$ cat src/adcthr_pkg.sv
// package for the converter threshold comparator: register map,
// field layout, reset values and status codes.
// assumes a 32-bit apb slave; offsets are full byte addresses.
package adcthr_pkg;
   localparam int          NUM_CH       = 12;
   localparam int          RES_W        = 12;
   localparam int          THR_LSB      = 4;
   localparam int          THR_MSB      = 15;
   localparam int          MODE_W       = 2;

   localparam logic [31:0] OFF_LOW0     = 32'h4001c050;
   localparam logic [31:0] OFF_LOW1     = 32'h4001c054;
   localparam logic [31:0] OFF_HIGH0    = 32'h4001c058;
   localparam logic [31:0] OFF_HIGH1    = 32'h4001c05c;
   localparam logic [31:0] OFF_PAIR_SEL = 32'h4001c060;
   localparam logic [31:0] OFF_IRQ_MODE = 32'h4001c070;
   localparam logic [31:0] OFF_RANGE_ST = 32'h4001c074;
   localparam logic [31:0] OFF_CROSS_ST = 32'h4001c078;
   localparam logic [31:0] OFF_FLAGS    = 32'h4001c07c;
   localparam logic [31:0] OFF_MASK     = 32'h4001c080;

   localparam logic [11:0] RST_THR      = 12'h000;
   localparam logic [11:0] RST_PAIR_SEL = 12'h000;
   localparam logic [23:0] RST_IRQ_MODE = 24'h000000;
   localparam logic [11:0] RST_FLAGS    = 12'h000;
   localparam logic [11:0] RST_MASK     = 12'h000;

   localparam logic [1:0]  RANGE_IN     = 2'h0;
   localparam logic [1:0]  RANGE_BELOW  = 2'h1;
   localparam logic [1:0]  RANGE_ABOVE  = 2'h2;
   localparam logic [1:0]  CROSS_NONE   = 2'h0;
   localparam logic [1:0]  CROSS_DOWN   = 2'h2;
   localparam logic [1:0]  CROSS_UP     = 2'h3;
   localparam logic [1:0]  MODE_OFF     = 2'h0;
   localparam logic [1:0]  MODE_OUTSIDE = 2'h1;
   localparam logic [1:0]  MODE_CROSS   = 2'h2;
endpackage

$ cat src/adcthr_chan.sv
// one channel of the threshold comparator: range and crossing status
// and the compare event for that channel.
// assumes hit is a one-cycle pulse with result and thresholds valid.
`timescale 1ns/1ns
module adcthr_chan (
   input  wire logic        pclk,
   input  wire logic        presetn,
   input  wire logic        hit,
   input  wire logic [11:0] result,
   input  wire logic [11:0] low,
   input  wire logic [11:0] high,
   input  wire logic [1:0]  mode,
   output logic      [1:0]  range_r,
   output logic      [1:0]  cross_r,
   output logic             event_r
);
   logic [1:0] range_nxt;
   logic [1:0] cross_nxt;
   logic       event_nxt;
   logic       prev_below_r;
   logic       prev_below_nxt;
   logic       prev_valid_r;
   logic       prev_valid_nxt;
   logic       below;
   logic       above;
   logic       crossed;

   always_comb begin
      below          = result < low;
      above          = result > high;
      // the first result after reset has no predecessor to cross from
      crossed        = prev_valid_r && (prev_below_r != below);
      range_nxt      = range_r;
      cross_nxt      = cross_r;
      prev_below_nxt = prev_below_r;
      prev_valid_nxt = prev_valid_r;
      event_nxt      = 1'b0;
      if (hit) begin
         if (below) begin
            range_nxt = adcthr_pkg::RANGE_BELOW;
         end else if (above) begin
            range_nxt = adcthr_pkg::RANGE_ABOVE;
         end else begin
            range_nxt = adcthr_pkg::RANGE_IN;
         end
         if (crossed) begin
            cross_nxt = below ? adcthr_pkg::CROSS_DOWN
                              : adcthr_pkg::CROSS_UP;
         end else begin
            cross_nxt = adcthr_pkg::CROSS_NONE;
         end
         prev_below_nxt = below;
         prev_valid_nxt = 1'b1;
         event_nxt = ((mode == adcthr_pkg::MODE_OUTSIDE)
                      && (below || above))
                  || ((mode == adcthr_pkg::MODE_CROSS)
                      && crossed);
      end
   end

   always_ff @(posedge pclk or negedge presetn) begin
      if (!presetn) begin
         range_r      <= adcthr_pkg::RANGE_IN;
         cross_r      <= adcthr_pkg::CROSS_NONE;
         event_r      <= 1'b0;
         prev_below_r <= 1'b0;
         prev_valid_r <= 1'b0;
      end else begin
         range_r      <= range_nxt;
         cross_r      <= cross_nxt;
         event_r      <= event_nxt;
         prev_below_r <= prev_below_nxt;
         prev_valid_r <= prev_valid_nxt;
      end
   end

   // checker memory of the last sample's side of the low threshold, kept
   // apart from the datapath so a broken prev_below_r is still caught
   logic chk_seen_r;
   logic chk_seen_nxt;
   logic chk_was_below_r;
   logic chk_was_below_nxt;

   always_comb begin
      chk_seen_nxt      = chk_seen_r;
      chk_was_below_nxt = chk_was_below_r;
      if (hit) begin
         chk_seen_nxt      = 1'b1;
         chk_was_below_nxt = result < low;
      end
   end

   always_ff @(posedge pclk or negedge presetn) begin
      if (!presetn) begin
         chk_seen_r      <= 1'b0;
         chk_was_below_r <= 1'b0;
      end else begin
         chk_seen_r      <= chk_seen_nxt;
         chk_was_below_r <= chk_was_below_nxt;
      end
   end
endmodule

$ cat src/adcthr_top.sv
// threshold comparator for a 12-channel converter, with apb registers
// and one level interrupt.
// assumes conv_valid pulses once per finished conversion, synchronous
// to pclk, with conv_chan and conv_result valid in that cycle.
//
// Operation
// - channel bit clear uses pair 0 thresholds, set uses pair 1
// - result below selected low threshold sets range status 01
// - result above selected high threshold sets range status 10
// - successive results either side of low threshold flag a crossing
// - out-of-range result interrupts only when the channel allows it
// - crossing interrupts only when the channel enables crossing events
// - low threshold registers hold 12 bits at 15:4, reset zero
// - high threshold registers hold 12 bits at 15:4, reset zero
// - pair select has one bit per channel, reset zero
// - pair select reaches bit 11; higher bits unused
// - crossing status: 0 none, 2 downward, 3 upward
// - per-channel interrupt mode: off, out-of-range, or crossing
//
// The APB slave port was left to the implementer.
`timescale 1ns/1ns
module adcthr_top (
   input  wire logic        pclk,
   input  wire logic        presetn,
   input  wire logic        psel,
   input  wire logic        penable,
   input  wire logic        pwrite,
   input  wire logic [31:0] paddr,
   input  wire logic [31:0] pwdata,
   output logic      [31:0] prdata,
   output logic             pready,
   output logic             pslverr,
   input  wire logic        conv_valid,
   input  wire logic [3:0]  conv_chan,
   input  wire logic [11:0] conv_result,
   output logic             irq
);
   localparam int N = adcthr_pkg::NUM_CH;

   logic [11:0] low0_r;
   logic [11:0] low0_nxt;
   logic [11:0] low1_r;
   logic [11:0] low1_nxt;
   logic [11:0] high0_r;
   logic [11:0] high0_nxt;
   logic [11:0] high1_r;
   logic [11:0] high1_nxt;
   logic [11:0] pair_sel_r;
   logic [11:0] pair_sel_nxt;
   logic [23:0] irq_mode_r;
   logic [23:0] irq_mode_nxt;
   logic [11:0] flags_r;
   logic [11:0] flags_nxt;
   logic [11:0] mask_r;
   logic [11:0] mask_nxt;
   logic [11:0] rdclr_r;
   logic [11:0] rdclr_nxt;
   logic [31:0] prdata_r;
   logic [31:0] prdata_nxt;
   logic        slverr_r;
   logic        slverr_nxt;

   logic        setup;
   logic        access;
   logic        wr_en;
   logic        mapped;
   logic [31:0] rd_mux;
   logic [23:0] range_all;
   logic [23:0] cross_all;
   logic [11:0] events;
   logic [11:0] thr_wdata;

   assign setup     = psel && !penable;
   assign access    = psel && penable;
   assign wr_en     = access && pwrite;
   // bits 3:0 and 31:16 are dropped; software is meant to write zero
   assign thr_wdata = pwdata[adcthr_pkg::THR_MSB:adcthr_pkg::THR_LSB];

   // ---- per-channel comparators
   genvar gi;
   generate
      for (gi = 0; gi < N; gi = gi + 1) begin : g_ch
         logic        hit;
         logic [11:0] sel_low;
         logic [11:0] sel_high;
         assign hit      = conv_valid && (conv_chan == 4'(gi));
         assign sel_low  = pair_sel_r[gi] ? low1_r : low0_r;
         assign sel_high = pair_sel_r[gi] ? high1_r : high0_r;
         adcthr_chan u_chan (
            .pclk    (pclk),
            .presetn (presetn),
            .hit     (hit),
            .result  (conv_result),
            .low     (sel_low),
            .high    (sel_high),
            .mode    (irq_mode_r[2*gi+1:2*gi]),
            .range_r (range_all[2*gi+1:2*gi]),
            .cross_r (cross_all[2*gi+1:2*gi]),
            .event_r (events[gi])
         );
      end
   endgenerate

   // ---- read path: data is captured in the setup phase so that the
   // access phase can complete with no wait state
   always_comb begin
      mapped = 1'b1;
      rd_mux = 32'h00000000;
      unique case (paddr)
         adcthr_pkg::OFF_LOW0: begin
            rd_mux[adcthr_pkg::THR_MSB:adcthr_pkg::THR_LSB] = low0_r;
         end
         adcthr_pkg::OFF_LOW1: begin
            rd_mux[adcthr_pkg::THR_MSB:adcthr_pkg::THR_LSB] = low1_r;
         end
         adcthr_pkg::OFF_HIGH0: begin
            rd_mux[adcthr_pkg::THR_MSB:adcthr_pkg::THR_LSB] = high0_r;
         end
         adcthr_pkg::OFF_HIGH1: begin
            rd_mux[adcthr_pkg::THR_MSB:adcthr_pkg::THR_LSB] = high1_r;
         end
         adcthr_pkg::OFF_PAIR_SEL: begin
            rd_mux[11:0] = pair_sel_r;
         end
         adcthr_pkg::OFF_IRQ_MODE: begin
            rd_mux[23:0] = irq_mode_r;
         end
         adcthr_pkg::OFF_RANGE_ST: begin
            rd_mux[23:0] = range_all;
         end
         adcthr_pkg::OFF_CROSS_ST: begin
            rd_mux[23:0] = cross_all;
         end
         adcthr_pkg::OFF_FLAGS: begin
            rd_mux[11:0] = flags_r;
         end
         adcthr_pkg::OFF_MASK: begin
            rd_mux[11:0] = mask_r;
         end
         default: begin
            mapped = 1'b0;
         end
      endcase
   end

   always_comb begin
      prdata_nxt = prdata_r;
      slverr_nxt = slverr_r;
      rdclr_nxt  = rdclr_r;
      if (setup) begin
         prdata_nxt = pwrite ? 32'h00000000 : rd_mux;
         slverr_nxt = !mapped;
         // only the flags that software actually sees are cleared later
         rdclr_nxt  = (!pwrite && (paddr == adcthr_pkg::OFF_FLAGS))
                      ? flags_r : 12'h000;
      end
   end

   // ---- configuration registers
   always_comb begin
      low0_nxt     = low0_r;
      low1_nxt     = low1_r;
      high0_nxt    = high0_r;
      high1_nxt    = high1_r;
      pair_sel_nxt = pair_sel_r;
      irq_mode_nxt = irq_mode_r;
      mask_nxt     = mask_r;
      if (wr_en) begin
         unique case (paddr)
            adcthr_pkg::OFF_LOW0:     low0_nxt     = thr_wdata;
            adcthr_pkg::OFF_LOW1:     low1_nxt     = thr_wdata;
            adcthr_pkg::OFF_HIGH0:    high0_nxt    = thr_wdata;
            adcthr_pkg::OFF_HIGH1:    high1_nxt    = thr_wdata;
            adcthr_pkg::OFF_PAIR_SEL: pair_sel_nxt = pwdata[11:0];
            adcthr_pkg::OFF_IRQ_MODE: irq_mode_nxt = pwdata[23:0];
            adcthr_pkg::OFF_MASK:     mask_nxt     = pwdata[11:0];
            default: begin
            end
         endcase
      end
   end

   // ---- sticky compare flags: a new event wins over the read clear
   always_comb begin
      flags_nxt = flags_r;
      if (access && !pwrite && (paddr == adcthr_pkg::OFF_FLAGS)) begin
         flags_nxt = flags_r & ~rdclr_r;
      end
      flags_nxt = flags_nxt | events;
   end

   always_ff @(posedge pclk or negedge presetn) begin
      if (!presetn) begin
         low0_r     <= adcthr_pkg::RST_THR;
         low1_r     <= adcthr_pkg::RST_THR;
         high0_r    <= adcthr_pkg::RST_THR;
         high1_r    <= adcthr_pkg::RST_THR;
         pair_sel_r <= adcthr_pkg::RST_PAIR_SEL;
         irq_mode_r <= adcthr_pkg::RST_IRQ_MODE;
         mask_r     <= adcthr_pkg::RST_MASK;
         flags_r    <= adcthr_pkg::RST_FLAGS;
         rdclr_r    <= 12'h000;
         prdata_r   <= 32'h00000000;
         slverr_r   <= 1'b0;
      end else begin
         low0_r     <= low0_nxt;
         low1_r     <= low1_nxt;
         high0_r    <= high0_nxt;
         high1_r    <= high1_nxt;
         pair_sel_r <= pair_sel_nxt;
         irq_mode_r <= irq_mode_nxt;
         mask_r     <= mask_nxt;
         flags_r    <= flags_nxt;
         rdclr_r    <= rdclr_nxt;
         prdata_r   <= prdata_nxt;
         slverr_r   <= slverr_nxt;
      end
   end

   assign prdata  = prdata_r;
   assign pready  = 1'b1;
   assign pslverr = access && slverr_r;
   assign irq     = |(flags_r & mask_r);
endmodule

$ cat config.mk
export PLATFORM = sky130hd
export DESIGN_NAME = adcthr_top
export DESIGN_NICKNAME = d
export VERILOG_FILES = /design/src/adcthr_pkg.sv /design/src/adcthr_chan.sv /design/src/adcthr_top.sv
export SDC_FILE = /design/constraint.sdc
export NUM_CORES = 1
export LEC_CHECK = 0
export BUFFER_PORTS_ARGS = -buffer_cell sky130_fd_sc_hd__buf_2
export CORE_UTILIZATION = 57
export DETAILED_ROUTE_END_ITERATION = 6
export GPL_ROUTABILITY_DRIVEN = 0
export PLACE_DENSITY = 0.76
export REMOVE_ABC_BUFFERS = 1
export SYNTH_ARGS = -nofsm -noshare
export SYNTH_HDL_FRONTEND = slang
export SYNTH_SLANG_ARGS = --single-unit
export TNS_END_PERCENT = 5
$ cat constraint.sdc
create_clock -name pclk -period 3.1 [get_ports pclk]
set_clock_uncertainty 0.05 [all_clocks]
set_input_delay 0.155 -clock pclk [delete_from_list [all_inputs] [get_ports pclk]]
set_output_delay 0.155 -clock pclk [all_outputs]
set_load 0.005 [all_outputs]
---- Yosys cells after proc, flatten, opt, wreduce, memory -nomap -nowiden ----
Index checks and enable logic that the tools add are counted.
cells by class
  order comparisons ....................... 24
  eq/ne operators ......................... 57
  multiplexer cells ....................... 92
  bitwise logic cells ..................... 4
  reductions and logical operators ........ 92
operator list
  cell                  number
  $eq 32x31->1 const B  10
  $mux 12               26
  $gt 12x12->1          12
  $lt 12x12->1          12
  $pmux 8 s10           1
  $mux 2                36
  $logic_and 1x1->1     55
  $pmux 4 s7            1
  $mux 1                25
  $and 12x12->12        2
  $eq 2x1->1 const B    12
  $eq 2x2->1 const B    12
  $logic_or 1x1->1      24
  $mux 24               1
  $pmux 4 s6            1
  $pmux 8 s3            1
  $eq 4x3->1 const B    4
  $eq 4x4->1 const B    4
  $reduce_and 2->1      7
  $ne 1x1->1            12
  $not 12->12           1
  $or 12x12->12         1
  $reduce_or 12->1      1
  $reduce_or 10->1      1
  4 further kinds       7
storage, ports and cells
  bits in registers ....................... 237
  output and inout bits ................... 35

---- Depth between registers and ports, before layout ----
  depth in word-level cells ............... 7
  gate-level depth with buffers ........... 10
  mapped depth without buffers ............ 8

---- Hierarchy ----
From an unflattened synthesis, not the netlist that was laid out.
second synthesis, totals
  cell total of the unflattened synthesis .. 2175
  area, all modules ....................... 20825.0 um^2
modules (own cells, without submodules)
  module       instances  cells each  area each (um^2)
  adcthr_top   1          915         10555.1
  adcthr_chan  12         105         855.8

---- Worst setup path before layout ----
OpenSTA, ideal clock, no wires.
  path type ............................... reg-to-reg
  start point ............................. register pair_sel_r[1]
  end point ............................... register g_ch[1].u_chan.event_r
  library setup time ...................... 0.128 ns
  data arrival time ....................... 2.996 ns
  data required time ...................... 2.922 ns
  slack ................................... -0.074 ns
  cell stages (with the launch flop) ...... 11
  buffers on the path ..................... 2
  cell sequence ........................... dfrtp_1 > clkbuf_1 > clkbuf_1 > mux2i_1 > ha_1 > and4_1 > a221oi_1 > o211ai_1 > a221oi_1 > mux2i_1 > o21ai_0
between the ends
  word-level cells in the longest chain between the ends .. 7
  elaborated cells on any way between the ends .. 11
  those cells by class .................... order compare: 2; eq/ne: 1; mux: 3; reduce/logical: 5
ends and longest elaborated chain
  what                                RTL line           text
  start: declaration                  adcthr_top.sv:48   logic [11:0] pair_sel_r;
  start signal: assignment            adcthr_top.sv:198  pair_sel_r <= adcthr_pkg::RST_PAIR_SEL;
  start signal: assignment            adcthr_top.sv:210  pair_sel_r <= pair_sel_nxt;
  $mux 12                             adcthr_top.sv:87   assign sel_low = pair_sel_r[gi] ? low1_r : low0_r;
  $lt 12x12->1                        n/a
  $ne 1x1->1                          adcthr_chan.sv:32  crossed = prev_valid_r && (prev_below_r != below);
  $logic_and 1x1->1                   adcthr_chan.sv:32
  $logic_and 1x1->1                   adcthr_chan.sv:57  && crossed);
  $logic_or 1x1->1 *                  adcthr_chan.sv:56  || ((mode == adcthr_pkg::MODE_CROSS)
  $mux 1 *                            adcthr_chan.sv:38  if (hit) begin
  named net g_ch[1].u_chan.event_nxt  adcthr_chan.sv:19  logic event_nxt;
  end signal: assignment              adcthr_chan.sv:71  event_r <= event_nxt;
  end: declaration                    adcthr_chan.sv:15  output logic event_r
Mark *: on every way through the listed nets, which the timed path passes. The rest lies on a longest branch.
A chain may end at the register's enable or synchronous reset.

---- Worst setup path in the final report ----
  start point ............................. register low1_r[11]
  end point ............................... register g_ch[9].u_chan.event_r
between the ends
  word-level cells in the longest chain between the ends .. 7
  elaborated cells on any way between the ends .. 9
  those cells by class .................... order compare: 1; eq/ne: 1; mux: 2; reduce/logical: 5
ends and longest elaborated chain
  what                                RTL line           text
  start: declaration                  adcthr_top.sv:42   logic [11:0] low1_r;
  start signal: assignment            adcthr_top.sv:195  low1_r <= adcthr_pkg::RST_THR;
  start signal: assignment            adcthr_top.sv:207  low1_r <= low1_nxt;
  $mux 12 *                           adcthr_top.sv:87
  $lt 12x12->1 *                      n/a
  $ne 1x1->1                          adcthr_chan.sv:32
  $logic_and 1x1->1                   adcthr_chan.sv:32
  $logic_and 1x1->1                   adcthr_chan.sv:57
  $logic_or 1x1->1 *                  adcthr_chan.sv:56
  $mux 1 *                            adcthr_chan.sv:38
  named net g_ch[9].u_chan.event_nxt  adcthr_chan.sv:19
  end signal: assignment              adcthr_chan.sv:71
  end: declaration                    adcthr_chan.sv:15
Marks and branches as above.

==> flow_metrics.py <==
metrics = {
    "status": {
        "outcome": "finished, violations left",
        "violations": "design-rule violations",
    },
    "finish": {
        "syn2layout_area_growth_pct": 14.0,
        "layout.nets": 2463,
        "n_fill_cell": 2596,
        "multiInputGateArea_um2": 13300,
        "final_layout_size_suffix_gt1_share_pct": 20.6,
        "seqCellArea_um2": 5430,
    },
    "sta": {
        "hold_viol_final": 0,
        "period_minus_slack_ns": 3.07,
        "slew_violations": 0,
        "fin_ws_ns": 0.0286,
        "fin_crit_sh_pct": 99.1,
        "relSlewSlack_pct": 48.8,
        "rsz0062_at_grt": "yes",
        "finalSetupViolations": 0,
        "max_freq_ghz": 0.326,
        "worst_pin_slew_ns": 0.762,
    },
    "synthesis": {
        "yosysMostFrequentCell": "ha_1",
        "syn_area_per_cell_um2": 9.98,
        "syn-instance-count": 1931,
        "synth-edff-count": 0,
        "yosysUniqueCellTypes": 76,
        "synthTopCellsByCount": "ha_1, mux2i_1, dfrtp_1",
        "synthFlopType": "dfrtp_1",
        "synth_top_cell_by_area": "dfrtp_1",
        "async_reset_ff_share_pct": 100,
        "synthTopCellsByArea": "dfrtp_1, ha_1, mux2i_1",
        "synth_warnings": 0,
        "synth-seq-cells": 217,
        "synth_area_um2": 19300,
        "yosysSeqAreaShare_pct": 28.2,
        "synth_top_area_share_pct": 28.2,
    },
    "cts": {
        "clock_latency_ns": 0.54,
        "clk_pin_slew_worst_paths_ns": 0.07,
        "cts_root_buffer": "clkbuf_16",
        "cts_buffers": 23,
        "cts_max_level": 1,
        "clock_sinks": 217,
        "cts_max_path_buffers": 3,
        "post-cts-setup-buffer-count": 0,
        "cts_tree": "yes",
    },
    "drt": {
        "vias": 17711,
        "drt_iter0_markers": 2009,
        "firstDrtPassIters": 7,
        "drc": 8,
        "routed_via_density": 6.92,
        "drt-total-wl_um": 64600,
        "antenna_left": 0,
        "wl_per_cell_um": 25.2,
    },
    "die": {
        "die_h_um": 186,
        "design.die.area_um2": 34500,
        "die_w_um": 186,
        "core_area_um2": 32900,
        "start_util_pct": 58.6,
        "rows": 66,
        "io_pins": 121,
    },
    "placement": {
        "place_ws_ns": 0.00326,
        "io_buffers": 103,
        "place_hpwl_um": 46500,
    },
    "worst_setup_path": {
        "critPathBufInv": 0,
        "reg2reg_depth": 7,
        "rr_startpoint": "low1_r[11]",
        "slowest_delay_ns": 0.71,
        "worst_setup_path_start_kind": "flip-flop",
        "crit_slowest_cell": "dfrtp_1",
        "arrival_ns": 3.47,
        "critical_path.cell_chain": "mux2i_1 > ha_1 > nand4_1 > a211oi_1 > a211oi_2 > or4b_2 > a31oi_1",
        "cp-end-kind": "flip-flop",
        "criticalPathCategory": "reg2reg",
        "reg2reg_slack_ns": 0.03,
        "worstPathRequired_ns": 3.49,
        "cpLargestDelayFamily": "simple AND/OR/NAND/NOR gates",
        "path_max_fanout": 14,
        "r2r_end": "g_ch[9].u_chan.event_r",
    },
    "global_route": {
        "grt_first_pass_wirelength_um": 98300,
        "first_global_vias": 17200,
        "grt_max_degree": 88,
        "grt_antenna_before_repair": 1,
        "grt_overflow": 0,
        "grt_usage_pct": 37.6,
    },
    "power_and_ir_drop": {
        "p_sw_uw": 1940,
        "sequentialPowerShare_pct": 45.8,
        "pwr-share-clk_pct": 39.0,
        "ir_drop_mv": 0.371,
        "power.total_uw": 6820,
        "p_comb_share_pct": 15.2,
        "p_sw_share_pct": 28.5,
        "leakage_uw": 0.00957,
        "internal-power_uw": 4880,
        "powerDensity_nw_per_um2": 310,
    },
    "hold_path": {
        "whs_path_depth": 2,
        "worstHoldEndpoint": "irq_mode_r[10]",
        "hold_class": "in2reg",
        "hp-start": "pwdata[10]",
    },
    "job": {
        "cap_violations": 0,
    },
}
## sequential cells by signal, summed over array words and instances (netlist names), 24 cells and up
register / cells
g_ch.u_chan.cross_r: 24
g_ch.u_chan.range_r: 24
irq_mode_r: 24
prdata: 24
## power by group through the flow
| stage | sequential [µW] | clock [µW] | combinational, µW |
|---|---|---|---|
| 6_report | 3120 | 2660 | 1040 |
| 5_1_grt | 3130 | 2780 | 1150 |
| 4_1_cts | 3110 | 2680 | 1010 |
| 3_5_place_dp | 3160 | 0 | 986 |
| 3_3_place_gp | 3160 | 0 | 936 |
| 2_1_floorplan | 3120 | 0 | 540 |
## timing repair
action,4_1_cts,5_1_grt
hold endpoints to repair,141,0
endpoints found under the setup margin,2,8
gates resized for setup,1,8
hold buffers,24,0
gates cloned,0,0
## worst max path at each step
stage                        startpoint                endpoint  cells after the start
after floorplan           pair_sel_r[8]  g_ch[8].u_chan.event_r                      7
after global placement    pair_sel_r[0]  g_ch[0].u_chan.event_r                     10
after detailed placement  pair_sel_r[0]  g_ch[0].u_chan.event_r                     10
after CTS                 pair_sel_r[9]  g_ch[9].u_chan.event_r                     10
after global routing      pair_sel_r[9]  g_ch[9].u_chan.event_r                     10
final                        low1_r[11]  g_ch[9].u_chan.event_r                      7
## through the flow
step	util, %	TNS, ns	cells	instance area [µm²]	hold slack [ns]
2_1_floorplan	-	-0.142	1803	18700	-0.191
3_3_place_gp	63.8	0	2494	21000	0.151
3_5_place_dp	63.8	0	2494	21000	0.155
6_report	66.8	0	2560	22000	0.0606
5_1_grt	66.8	-0.0369	2559	22000	0.0385
4_1_cts	66.7	0	2559	21900	0.0256
## layer usage
layer / up-vias / routed length (µm) / global-route usage, %
met1: 8590 / 25700 / 49.0
met4: 0 / 4360 / 22.0
met3: 252 / 7190 / 8.65
met2: 1054 / 27300 / 57.0
met5: - / 0 / 0
li1: 7815 / - / -
## worst register-to-register path, stage by stage (launching register included)
cell      delay (ns)
dfrtp_1         0.71
mux2i_1         0.19
ha_1            0.34
nand4_1         0.23
a211oi_1        0.34
a211oi_2        0.21
or4b_2          0.68
a31oi_1         0.22
## cell usage in the layout (no fill, tap or decap), types with 31 or more instances in the layout
cell and instances:
buf_4 139, buf_2 102, nand4_1 53, mux2_2 111, a21o_1 57, ha_1 276, nor2_1 37, a21oi_1 102
nand3_1 47, dfrtp_1 214, mux2i_1 273, o21ai_0 55, o31ai_1 31, nand2_1 148
## cell families (layout without fill, tap and decap cells)
group / count (synthesis) / after routing / share of synthesized area (%)
other: 2 / 10 / 0.0390
buffers and inverters: 148 / 327 / 3.30
muxes: 395 / 395 / 21.5
adders and majority gates: 276 / 276 / 17.9
DFF: 217 / 217 / 28.2
and+or+nand+nor: 458 / 458 / 13.2
AOI/OAI and AO/OA: 423 / 423 / 15.3
xor gates and xnor gates: 12 / 12 / 0.546
## layout make-up
| cell class | count | area share (%) |
|---|---|---|
| diodes | 1 | 0.0114 |
| clock buffers | 32 | 2.96 |
| clock inverters | 9 | 0.302 |
| inverters | 13 | 0.222 |
| multi-input cells | 1573 | 60.4 |
| flip-flops and latches | 217 | 24.7 |
| well taps | 442 | 2.52 |
| repair buffers | 273 | 8.88 |
No activity file was read; power rests on OpenSTA's default activity.
